File: src/rtl/sar_adc_pkg.sv
// Constants for the successive-approximation converter sequencer
package sar_adc_pkg;
   // Register addresses in the device memory map
   localparam logic [15:0] RESULT_ADDR     = 16'h0070;
   localparam logic [15:0] CTRL_ADDR       = 16'h0071;
   // Interrupt block, offsets of our own
   localparam logic [15:0] IRQ_STATUS_ADDR = 16'h0072;
   localparam logic [15:0] IRQ_ENABLE_ADDR = 16'h0073;
   localparam logic [15:0] IRQ_CLEAR_ADDR  = 16'h0074;
   // Control register fields
   localparam int          DONE_BIT        = 7;
   localparam int          ON_BIT          = 5;
   localparam int          CHAN_MSB        = 3;
   localparam logic [7:0]  CTRL_RESET      = 8'h00;
   localparam logic [7:0]  RESULT_RESET    = 8'h00;
   localparam logic [7:0]  CTRL_WR_MASK    = 8'h2f;
   // Status event bits
   localparam int          EV_DONE_BIT     = 0;
   localparam int          EV_ABORT_BIT    = 1;
   localparam int          EV_WIDTH        = 2;
   // Timing: converter clock is clk/2, conversion 12 converter periods
   localparam int          CLK_DIV         = 2;
   localparam int          CONV_PERIODS    = 12;
   localparam int          SAR_STEPS       = 8;
   localparam int          SAMPLE_PERIODS  = CONV_PERIODS - SAR_STEPS;
   localparam logic [4:0]  CONV_CYCLES     = 5'(CONV_PERIODS * CLK_DIV);
   localparam logic [4:0]  SAMPLE_CYCLES   = 5'(SAMPLE_PERIODS * CLK_DIV);

   typedef enum logic [1:0] {
      ST_OFF    = 2'b00,
      ST_SAMPLE = 2'b01,
      ST_SAR    = 2'b10
   } seq_state_t;
endpackage

File: src/rtl/sar_adc_sequencer.sv
// Sequencer for the 8-bit successive-approximation converter
`timescale 1ns/100ps

// Functional notes
// - Full-scale input gives FFh, zero gives 00h
// - Sample phase, then 8 approximation cycles
// - Conversions repeat while converter is on
// - Conversion lasts 12 half-rate converter periods
// - Four-bit field selects channel 0 to 15
// - Converter-on bit starts continuous conversion
// - Done flag set per conversion; end also sets IRQ status bit 0
// - Result held until next conversion ends
// - Control write with on bit set restarts conversion
// - Result read or control write clears flag
// - Clearing on bit stops, saves power
// - Wait mode leaves converter running
// - Halt mode disables the converter
// - Result register read-only, resets 00h
// - Result at 0070h, control at 0071h
module sar_adc_sequencer
   import sar_adc_pkg::*;
(
   input  wire logic        clk_i,
   input  wire logic        rst_b_i,
   input  wire logic [15:0] addr_i,
   input  wire logic [7:0]  wdata_i,
   input  wire logic        wr_i,
   input  wire logic        rd_i,
   output logic      [7:0]  rdata_o,
   input  wire logic        comp_above_i,
   input  wire logic        halt_mode_i,
   input  wire logic        wait_mode_i,
   output logic      [3:0]  mux_sel_o,
   output logic             sample_o,
   output logic      [7:0]  dac_code_o,
   output logic             analog_on_o,
   output logic             irq_o
);

   seq_state_t  state_reg;
   seq_state_t  state_next;
   logic [7:0]  ctrl_reg;
   logic [7:0]  result_reg;
   logic [7:0]  trial_reg;
   logic [7:0]  trial_next;
   logic [2:0]  bit_reg;
   logic [2:0]  bit_next;
   logic [4:0]  cnt_reg;
   logic [4:0]  cnt_next;
   logic [3:0]  chan_reg;
   logic        done_reg;
   logic [7:0]  rdata_reg;
   logic [EV_WIDTH-1:0] ev_status_reg;
   logic [EV_WIDTH-1:0] ev_enable_reg;
   logic        comp_reg;

   wire         ctrl_wr     = wr_i && (addr_i == CTRL_ADDR);
   wire         result_rd   = rd_i && (addr_i == RESULT_ADDR);
   wire         ctrl_rd     = rd_i && (addr_i == CTRL_ADDR);
   wire         status_rd   = rd_i && (addr_i == IRQ_STATUS_ADDR);
   wire         enable_rd   = rd_i && (addr_i == IRQ_ENABLE_ADDR);
   wire         enable_wr   = wr_i && (addr_i == IRQ_ENABLE_ADDR);
   wire         clear_wr    = wr_i && (addr_i == IRQ_CLEAR_ADDR);
   wire         conv_on     = ctrl_reg[ON_BIT] && !halt_mode_i;
   // abort and restart
   // Halt wins: a write in halt only arms the on bit
   wire         restart     = ctrl_wr && wdata_i[ON_BIT] && !halt_mode_i;
   wire         half_tick   = cnt_reg[0];
   wire         sar_step    = (state_reg == ST_SAR) && half_tick;
   wire         last_step   = sar_step && (bit_reg == 3'd0);
   // comparator decides each bit; full scale settles at FFh
   wire [7:0]   bit_mask    = 8'h01 << bit_reg;
   wire [7:0]   kept_trial  = comp_reg ? trial_reg : (trial_reg & ~bit_mask);
   wire [7:0]   final_code  = kept_trial;
   wire         conv_end    = last_step && !restart && conv_on;
   wire [EV_WIDTH-1:0] ev_set;
   wire [EV_WIDTH-1:0] ev_clr  = clear_wr ? wdata_i[EV_WIDTH-1:0] : '0;
   wire [7:0]   ctrl_view   = {done_reg, 1'b0, ctrl_reg[ON_BIT], 1'b0, ctrl_reg[CHAN_MSB:0]};
   wire [7:0]   rdata_next  = result_rd ? result_reg :
                              ctrl_rd   ? ctrl_view :
                              status_rd ? 8'(ev_status_reg) :
                              enable_rd ? 8'(ev_enable_reg) : 8'h00;

   assign ev_set[EV_DONE_BIT]  = conv_end;
   assign ev_set[EV_ABORT_BIT] = restart && (state_reg != ST_OFF);

   // Sequencer next state
   always_comb begin
      state_next = state_reg;
      cnt_next   = cnt_reg + 5'd1;
      trial_next = trial_reg;
      bit_next   = bit_reg;
      case (state_reg)
         ST_OFF: begin
            cnt_next = 5'd0;
         end
         ST_SAMPLE: begin
            if (cnt_reg == SAMPLE_CYCLES - 5'd1) begin
               state_next = ST_SAR;
               trial_next = 8'h80;
               bit_next   = 3'd7;
            end
         end
         ST_SAR: begin
            // one bit per converter period, MSB first
            if (sar_step) begin
               trial_next = kept_trial | (bit_mask >> 1);
               bit_next   = bit_reg - 3'd1;
               if (bit_reg == 3'd0) begin
                  // back to sampling after 12 periods
                  state_next = ST_SAMPLE;
                  cnt_next   = 5'd0;
               end
            end
         end
         default: begin
            state_next = ST_OFF;
         end
      endcase
      if (restart || (conv_on && state_reg == ST_OFF)) begin
         state_next = ST_SAMPLE;
         cnt_next   = 5'd0;
      end
      if (!conv_on && !restart) begin
         state_next = ST_OFF;
         cnt_next   = 5'd0;
      end
   end

   always_ff @(posedge clk_i or negedge rst_b_i) begin
      if (!rst_b_i) begin
         state_reg <= ST_OFF;
         cnt_reg   <= 5'd0;
         trial_reg <= 8'h00;
         bit_reg   <= 3'd0;
      end else begin
         state_reg <= state_next;
         cnt_reg   <= cnt_next;
         trial_reg <= trial_next;
         bit_reg   <= bit_next;
      end
   end

   // channel and on bit writable, reserved bits forced low
   always_ff @(posedge clk_i or negedge rst_b_i) begin
      if (!rst_b_i) begin
         ctrl_reg <= CTRL_RESET;
      end else if (ctrl_wr) begin
         ctrl_reg <= wdata_i & CTRL_WR_MASK;
      end
   end

   // channel latched only as sampling begins
   always_ff @(posedge clk_i or negedge rst_b_i) begin
      if (!rst_b_i) begin
         chan_reg <= 4'h0;
      end else if (restart || (state_next == ST_SAMPLE && state_reg != ST_SAMPLE)) begin
         chan_reg <= restart ? wdata_i[CHAN_MSB:0] : ctrl_reg[CHAN_MSB:0];
      end
   end

   // result changes only at conversion end
   always_ff @(posedge clk_i or negedge rst_b_i) begin
      if (!rst_b_i) begin
         result_reg <= RESULT_RESET;
      end else if (conv_end) begin
         result_reg <= final_code;
      end
   end

   // done flag; a finishing conversion wins over a read
   always_ff @(posedge clk_i or negedge rst_b_i) begin
      if (!rst_b_i) begin
         done_reg <= 1'b0;
      end else if (conv_end) begin
         done_reg <= 1'b1;
      end else if (result_rd || ctrl_wr) begin
         done_reg <= 1'b0;
      end
   end

   // Comparator follows our own trial code on this clock, so one stage;
   // a three-stage synchroniser would outlast the two-cycle bit
   always_ff @(posedge clk_i or negedge rst_b_i) begin
      if (!rst_b_i) begin
         comp_reg <= 1'b0;
      end else begin
         comp_reg <= comp_above_i;
      end
   end

   // Interrupt status: set beats clear
   always_ff @(posedge clk_i or negedge rst_b_i) begin
      if (!rst_b_i) begin
         ev_status_reg <= '0;
         ev_enable_reg <= '0;
      end else begin
         ev_status_reg <= (ev_status_reg & ~ev_clr) | ev_set;
         if (enable_wr) begin
            ev_enable_reg <= wdata_i[EV_WIDTH-1:0];
         end
      end
   end

   always_ff @(posedge clk_i or negedge rst_b_i) begin
      if (!rst_b_i) begin
         rdata_reg <= 8'h00;
      end else begin
         rdata_reg <= rdata_next;
      end
   end

   // wait mode is not a gating term
   assign rdata_o     = rdata_reg;
   assign mux_sel_o   = chan_reg;
   assign sample_o    = (state_reg == ST_SAMPLE);
   assign dac_code_o  = trial_reg;
   assign analog_on_o = conv_on;
   // conversion end and abort raise irq_o once enabled; enable defaults off
   assign irq_o       = |(ev_status_reg & ev_enable_reg);

   wire unused_wait = wait_mode_i;
endmodule

File: config.mk
export PLATFORM = sky130hd
export DESIGN_NAME = sar_adc_sequencer
export DESIGN_NICKNAME = d
export VERILOG_FILES = /design/src/rtl/sar_adc_pkg.sv /design/src/rtl/sar_adc_sequencer.sv
export SDC_FILE = /design/constraint.sdc
export NUM_CORES = 1
export LEC_CHECK = 0
export BUFFER_PORTS_ARGS = -buffer_cell sky130_fd_sc_hd__buf_2
export CAP_MARGIN = 0
export CORE_ASPECT_RATIO = 1.75
export CORE_MARGIN = 3
export CORE_UTILIZATION = 48
export CTS_CLUSTER_DIAMETER = 60
export DETAILED_ROUTE_END_ITERATION = 16
export GPL_ROUTABILITY_DRIVEN = 0
export PLACE_DENSITY_LB_ADDON = 0.2
export SYNTH_ARGS = -nofsm -noshare
export SYNTH_HDL_FRONTEND = slang
export SYNTH_SLANG_ARGS = --single-unit
File: constraint.sdc
create_clock -name clk_i -period 1.8 [get_ports clk_i]
set_input_delay 0 -clock clk_i [delete_from_list [all_inputs] [get_ports clk_i]]
set_output_delay 0 -clock clk_i [all_outputs]
set_load 0.01 [all_outputs]
==> summary.md, run 1 <==
| Metric | Value |
|---|---|
| Status | completed |
| Die W | 60.3 um |
| Vias in the first global route | 2046 |
| Seq/Total Area, Yosys | 49.6% |
| Crit Path Max Fanout | 4 |
| Clock skew | 2.86 ps |
| GRT Total Usage | 19.4% |
| Clk slew on worst S/H paths | 90 ps |
| DRC viols | 0 |
| I/O Pins | 54 |
| DRT Pass-1 Iters | 4 |
| HPWL Detailed | 4180 um |
| Top_reg_cell synth | dfrtp_1 |
| Worst-margin pin slew | 577 ps |
| First-pass GRT wire length | 8960 um |
| Met3 Usage GRT | 3.72% |
| Worst reg2reg path depth | 8 |
| Cell count after synthesis | 243 |
| H-tree Lvls | 2 |
| Unrepaired setup endpoints after global routing | true |
| Critical path startpoint | state_reg[0] |
| Synth area leaders | dfrtp_1 50%, nand2_1 5.3%, ha_1 5.1%, o21ai_0 4.7%, nor2_1 3.5% |
| Diode count | 0 |
| Port Buffers | 49 |
| CP Launch Type | flip-flop |
| Hold Violations, Final | 0 |
| Wire per inst | 15.6 um |
| Initial Util | 49.7% |
| Pins Over Slew Limit | 0 |
| Pleak | 1.52 nW |
| Via count | 2048 |
| Clk sink count | 49 |
| Worst Path Arrival | 1960 ps |
| Flop2flop setup slack | 40 ps |
| Share of synthesized registers carrying an async set or reset | 100% |
| Top Usage Layer GRT | met2 |
| Worst r2r src | state_reg[0] |
| CTS tree | yes |
| # nets final | 362 |
| Synth Register Bits | 49 |
| Max_cap viols | 0 |
| Pre-CTS setup slack | 2.31 ps |
| Slew headroom | 61.5% |
| Rows | 34 |
| Synth top cells by count | 49 x dfrtp_1, 35 x nand2_1, 23 x nor2_1, 23 x o21ai_0, 15 x inv_1 |
| Met2 usage | 35.9% |
| GR Overflow Total | 0 |
| Fin cells | 376 |
| Min-Delay Path Class | input port to flip-flop |
| Final WL | 5880 um |
| Max Clock Freq | 568 MHz |
| Crit end category | flip-flop |
| Final min period | 1760 ps |
| Setup CP Type | flip-flop to flip-flop |
| Clock buffer depth | 2 |
| Syn_nets | 284 |
| YS warnings | 0 |
| CORE AREA | 0.00498 mm^2 |
| DRT iter0 DRCs | 81 |
| Post-synth cell types | 43 |
| Pin count of the biggest net entering global routing | 27 |
| Pwr/cell area | 593 mW/mm^2 |
| Die Footprint | 0.00608 mm^2 |
| Mapped cell area | 0.00247 mm^2 |
| Post-synth top area cell | dfrtp_1 |
| Met1 Track Usage GR | 20.2% |
| Worst setup margin | 39.4 ps |
| Worst vdd ir | 0.628 mV |
| Dpl cells | 352 |
| Top-area cell type share of the netlist area | 49.6% |
| Req. time, crit path | 1990 ps |
| Final setup violating endpoints | 0 |
| Period Utilization, post-route | 97.8% |
| Post-synth EDFFs | 0 |
| CTS root buffer | clkbuf_8 |
| CTS Buf Count | 5 |
| Most frequent cell after synthesis | dfrtp_1 |
| Synth Area per Inst | 10.2 um^2 |
| Number of routed nets with antenna violations | 0 |
| Area delta synth->final | 27.2% |
| Routed vias/inst | 5.45 |
| Critical R2R Capture | mux_sel_o[3] |
| Share of post-route cells with drive strength above 1 | 32.6% |
| End of the critical path | mux_sel_o[3] |
| Die height | 101 um |
| Initial antenna violation count | 0 |
| Skew-Pair Late Insertion Delay | 300 ps |
[per-layer routing]
| metal | part of all wire, % | wire (um) | up-vias |
|---|---|---|---|
| li1 | - | - | 992 |
| met1 | 36 | 2100 | 991 |
| met2 | 57 | 3380 | 55 |
| met3 | 4.1 | 242 | 10 |
| met4 | 2.7 | 159 | 0 |
| met5 | 0 | 0 | - |
[cell type report]
type / instances / area, um^2
Sequential cell: 49 / 1230
Fill cell: 407 / 1830
Multi-Input combinational cell: 171 / 1200
Inverter: 15 / 56.3
Timing Repair Buffer: 79 / 504
Clock buffer: 5 / 68.8
Clock inverter: 3 / 22.5
Tap cell: 54 / 67.6
[layout by cell type, fill, tap and decap left out, types with 5 or more instances in the layout]
master / Yosys / final
dfrtp_1: 49 / 49
buf_2: 4 / 49
nand2_1: 35 / 35
o21ai_0: 23 / 23
nor2_1: 23 / 22
buf_4: 0 / 21
inv_1: 15 / 13
mux2i_1: 8 / 8
a21oi_1: 9 / 8
dlygate4sd3_1: 0 / 7
nor2b_1: 5 / 5
ha_1: 10 / 5
clkbuf_8: 0 / 5
[worst max-delay path, stage by stage, from the launching register on]
cell	delay [ps]
dfrtp_1	420
buf_4	150
ha_2	180
nor2b_1	140
a21oi_2	130
and4b_1	220
buf_6	130
mux2i_1	190
a21oi_1	80
[power breakdown]
group / leakage (nW) / internal, mW / total, mW / switching [mW]
Sequential: 0.683 / 1.10 / 1.10 / 0.00166
Clock: 0.0364 / 0.273 / 0.656 / 0.383
Combinational: 0.797 / 0.0477 / 0.105 / 0.0577
[kinds of logic after synthesis]
logic type | after synthesis | share of synthesized area (%)
AO/OA/AOI/OAI | 52 | 13.4
AND/OR/NAND/NOR | 91 | 19.9
flip-flops | 49 | 49.6
multiplexers | 14 | 6.88
buffers and inverters | 24 | 4.15
adder cells (fa/ha/maj) | 10 | 5.06
XOR/XNOR | 3 | 1.06
[through the flow]
stage | TNS, ps | util [%] | hold WS [ps] | instance area (um^2) | total power [mW]
2_1_floorplan | 0 | - | -296 | 2470 | 1.15
3_3_place_gp | 0 | 57.6 | 30.4 | 2870 | 1.22
3_5_place_dp | 0 | 57.6 | 25.9 | 2870 | 1.22
4_1_cts | 0 | 60.8 | 19.2 | 3030 | 1.88
5_1_grt | -264 | 63.2 | 44.1 | 3150 | 1.95
6_report | 0 | 63.2 | 23.4 | 3150 | 1.86
[worst min path at each step]
stage | from | endpoint | slack [ps] | cells past startpoint
final | rd_i | rdata_o[1] | 20 | 4
after global routing | rd_i | rdata_o[0] | 40 | 4
after CTS | rd_i | rdata_o[1] | 20 | 4
after detailed placement | rst_b_i | mux_sel_o[1] | 30 | 1
after global placement | rst_b_i | mux_sel_o[1] | 30 | 1
after floorplan | rst_b_i | bit_reg[0] | -300 | 0
[repair_timing]
action | in CTS | in global routing
gates resized for setup | 0 | 14
endpoints found under the hold margin | 33 | 0
buffers inserted | 0 | 8
endpoints found under the setup margin | 0 | 20
hold buffers | 7 | 0
(Power assumes the default switching activity.)
==> inputs of run 2 (changes only) <==
--- a/config.mk
+++ b/config.mk
@@ -5,6 +5,7 @@
 export SDC_FILE = /design/constraint.sdc
 export NUM_CORES = 1
 export LEC_CHECK = 0
+export ABC_AREA = 1
 export BUFFER_PORTS_ARGS = -buffer_cell sky130_fd_sc_hd__buf_2
 export CAP_MARGIN = 0
 export CORE_ASPECT_RATIO = 1.75
==> summary.md, run 2 <==
| Metric | Value |
|---|---|
| Status | completed |
| Die height | 102 um |
| Clock skew | 11.2 ps |
| Wire per inst | 13.3 um |
| Routed vias/inst | 5.20 |
| Post-synth EDFFs | 0 |
| Mapped cell area | 0.00252 mm^2 |
| Register area | 0.00123 mm^2 |
| Synth Area per Inst | 8.60 um^2 |
| Req. time, crit path | 2000 ps |
| Worst Path Arrival | 1900 ps |
| Top cell by count, worst path | nand2_1 |
| Synth top cells by count | 63 x nand2_1, 49 x dfrtp_1, 42 x inv_1 |
| Share of post-route cells with drive strength above 1 | 27.9% |
| Synth area leaders | dfrtp_1 49%, nand2_1 9.4%, inv_1 6.3%, ha_1 5.0%, o21ai_0 3.8% |
| CORE AREA | 0.00502 mm^2 |
| CTS tree | yes |
| # fillers | 454 |
| Pleak | 1.66 nW |
| Skew-Pair Late Insertion Delay | 300 ps |
| DRC viols | 0 |
| Worst reg2reg path depth | 10 |
| Commonest cells after routing, fill and taps aside | 63 x nand2_1, 49 x buf_2, 48 x dfrtp_1 |
| Die W | 60.8 um |
| Post-synth cell types | 31 |
| YS warnings | 0 |
| GR Overflow Total | 0 |
| Post-synth top area cell | dfrtp_1 |
| Setup CP Type | flip-flop to flip-flop |
| Initial Util | 50.2% |
| Delay-heaviest family, CP | simple AND/OR/NAND/NOR gates |
| Port Buffers | 49 |
| Area delta synth->final | 22.7% |
| Initial antenna violation count | 0 |
| Unrepaired setup endpoints after global routing | false |
| First-pass GRT wire length | 9080 um |
| WHS Path Cells | 3 |
| Share of synthesized registers carrying an async set or reset | 100% |
| Commonest non-fill, non-tap cell in the layout | nand2_1 |
| Syn_nets | 334 |
| Number of routed nets with antenna violations | 0 |
| Final WL | 5560 um |
| CP Depth | 10 |
| Period Utilization, post-route | 94.4% |
| Seq/Total Area, Yosys | 48.7% |
| Clk sink count | 49 |
| Most frequent cell after synthesis | nand2_1 |
| Synth Register Bits | 49 |
| Via count | 2177 |
| HPWL Detailed | 4190 um |
| Area taken by multi-input logic gates | 0.00111 mm^2 |
| Max_cap viols | 0 |
| CTS root buffer | clkbuf_8 |
| Min-Delay Path Class | input port to flip-flop |
| Clock buffer depth | 2 |
| Die Footprint | 0.00619 mm^2 |
| CTS Buf Count | 5 |
| Cell count after synthesis | 293 |
| Clk slew on worst S/H paths | 100 ps |
| H-tree Lvls | 2 |
| Rows | 34 |
| Worst vdd ir | 0.532 mV |
| Worst-margin pin slew | 359 ps |
| GRT Total Usage | 19.4% |
| I/O Pins | 54 |
| Final min period | 1700 ps |
| Final setup violating endpoints | 0 |
| CP Launch Type | flip-flop |
| Pwr/cell area | 657 mW/mm^2 |
| Hold_ws | 27.8 ps |
| Pin count of the biggest net entering global routing | 20 |
| Slowest-stage cell, CP | dfrtp_1 |
| Worst path cell trace | buf_4, ha_4, nand4_1, inv_2, o211ai_1, nand3_2, nand4_4, nand2_4, nand2_1, nand2_1 |
| Setup TNS | 0 ps |
| Slowest stage delay, CP | 400 ps |
| Top-area cell type share of the netlist area | 48.7% |
| Diode count | 0 |
| Pins Over Slew Limit | 0 |
| Max Clock Freq | 589 MHz |
| # nets final | 405 |
| Crit end category | flip-flop |
| DRT iter0 DRCs | 86 |
| WP buf/inv | 2 |
| DRT Pass-1 Iters | 4 |
| Top_reg_cell synth | dfrtp_1 |
| Hold Violations, Final | 0 |
| Crit Path Max Fanout | 5 |
| Vias in the first global route | 2097 |
| Slew headroom | 76.1% |
run 2: per-stage QoR:
stage	power, mW	setup WS [ps]	area (um^2)	std cells	util, %
2_1_floorplan	1.26	134	2520	293	-
3_3_place_gp	1.35	91.4	2870	401	57.3
3_5_place_dp	1.36	72.5	2870	401	57.3
4_1_cts	2.03	51.3	3020	415	60.2
5_1_grt	2.12	4.82	3090	419	61.6
6_report	2.03	101	3090	419	61.6
run 2: layer usage:
| layer | global-route usage (%) | wire (um) |
|---|---|---|
| met3 | 2.78 | 201 |
| met2 | 35.7 | 3090 |
| met1 | 21.4 | 2180 |
| met4 | 7.68 | 93 |
| met5 | 0 | 0 |
run 2: report_power, final:
part / switching (mW) / total [mW] / internal (mW)
Clock: 0.389 / 0.665 / 0.276
Sequential: 0.00889 / 1.12 / 1.11
Combinational: 0.141 / 0.247 / 0.106
run 2: worst register-to-register path, cell delays in order, from the launching register on:
cell and delay, ps:
dfrtp_1 400, buf_4 150, ha_4 160, nand4_1 120, inv_2 80, o211ai_1 200, nand3_2 140, nand4_4 160
nand2_4 70, nand2_1 60, nand2_1 50
run 2: cell families (layout without fill, tap and decap cells):
kind of cell	after synthesis	in the layout	share of synthesized area (%)
buffers and inverters	55	127	8.84
adders and majority gates	10	10	4.97
and+or+nand+nor	121	121	22.9
DFF	49	49	48.7
xor gates and xnor gates	3	3	1.04
AOI/OAI and AO/OA	55	55	13.6
run 2: final cells by class:
type,instances,area share [%]
Clock buffer,5,2.22
Timing Repair Buffer,68,13.0
Sequential cell,49,39.7
Inverter,51,6.35
Tap cell,54,2.18
Multi-Input combinational cell,189,35.8
Clock inverter,3,0.688
run 2: path summary, 6_finish.rpt:
kind | start | to | slack [ps]
max in group asynchronous | rst_b_i | state_reg[0] | 1080
hold / removal | wdata_i[0] | ctrl_reg[0] | 30
setup reg to reg | state_reg[1] | mux_sel_o[1] | 100
min in group asynchronous | rst_b_i | dac_code_o[7] | 130
hold reg to reg | result_reg[5] | result_reg[5] | 480
setup / recovery | state_reg[1] | mux_sel_o[1] | 100
run 2: timing repair:
action / CTS / global route
hold buffers: 6 / 0
setup buffers: 0 / 4
gates resized for setup: 0 / 9
endpoints found under the hold margin: 53 / 0
setup endpoints to repair: 0 / 13
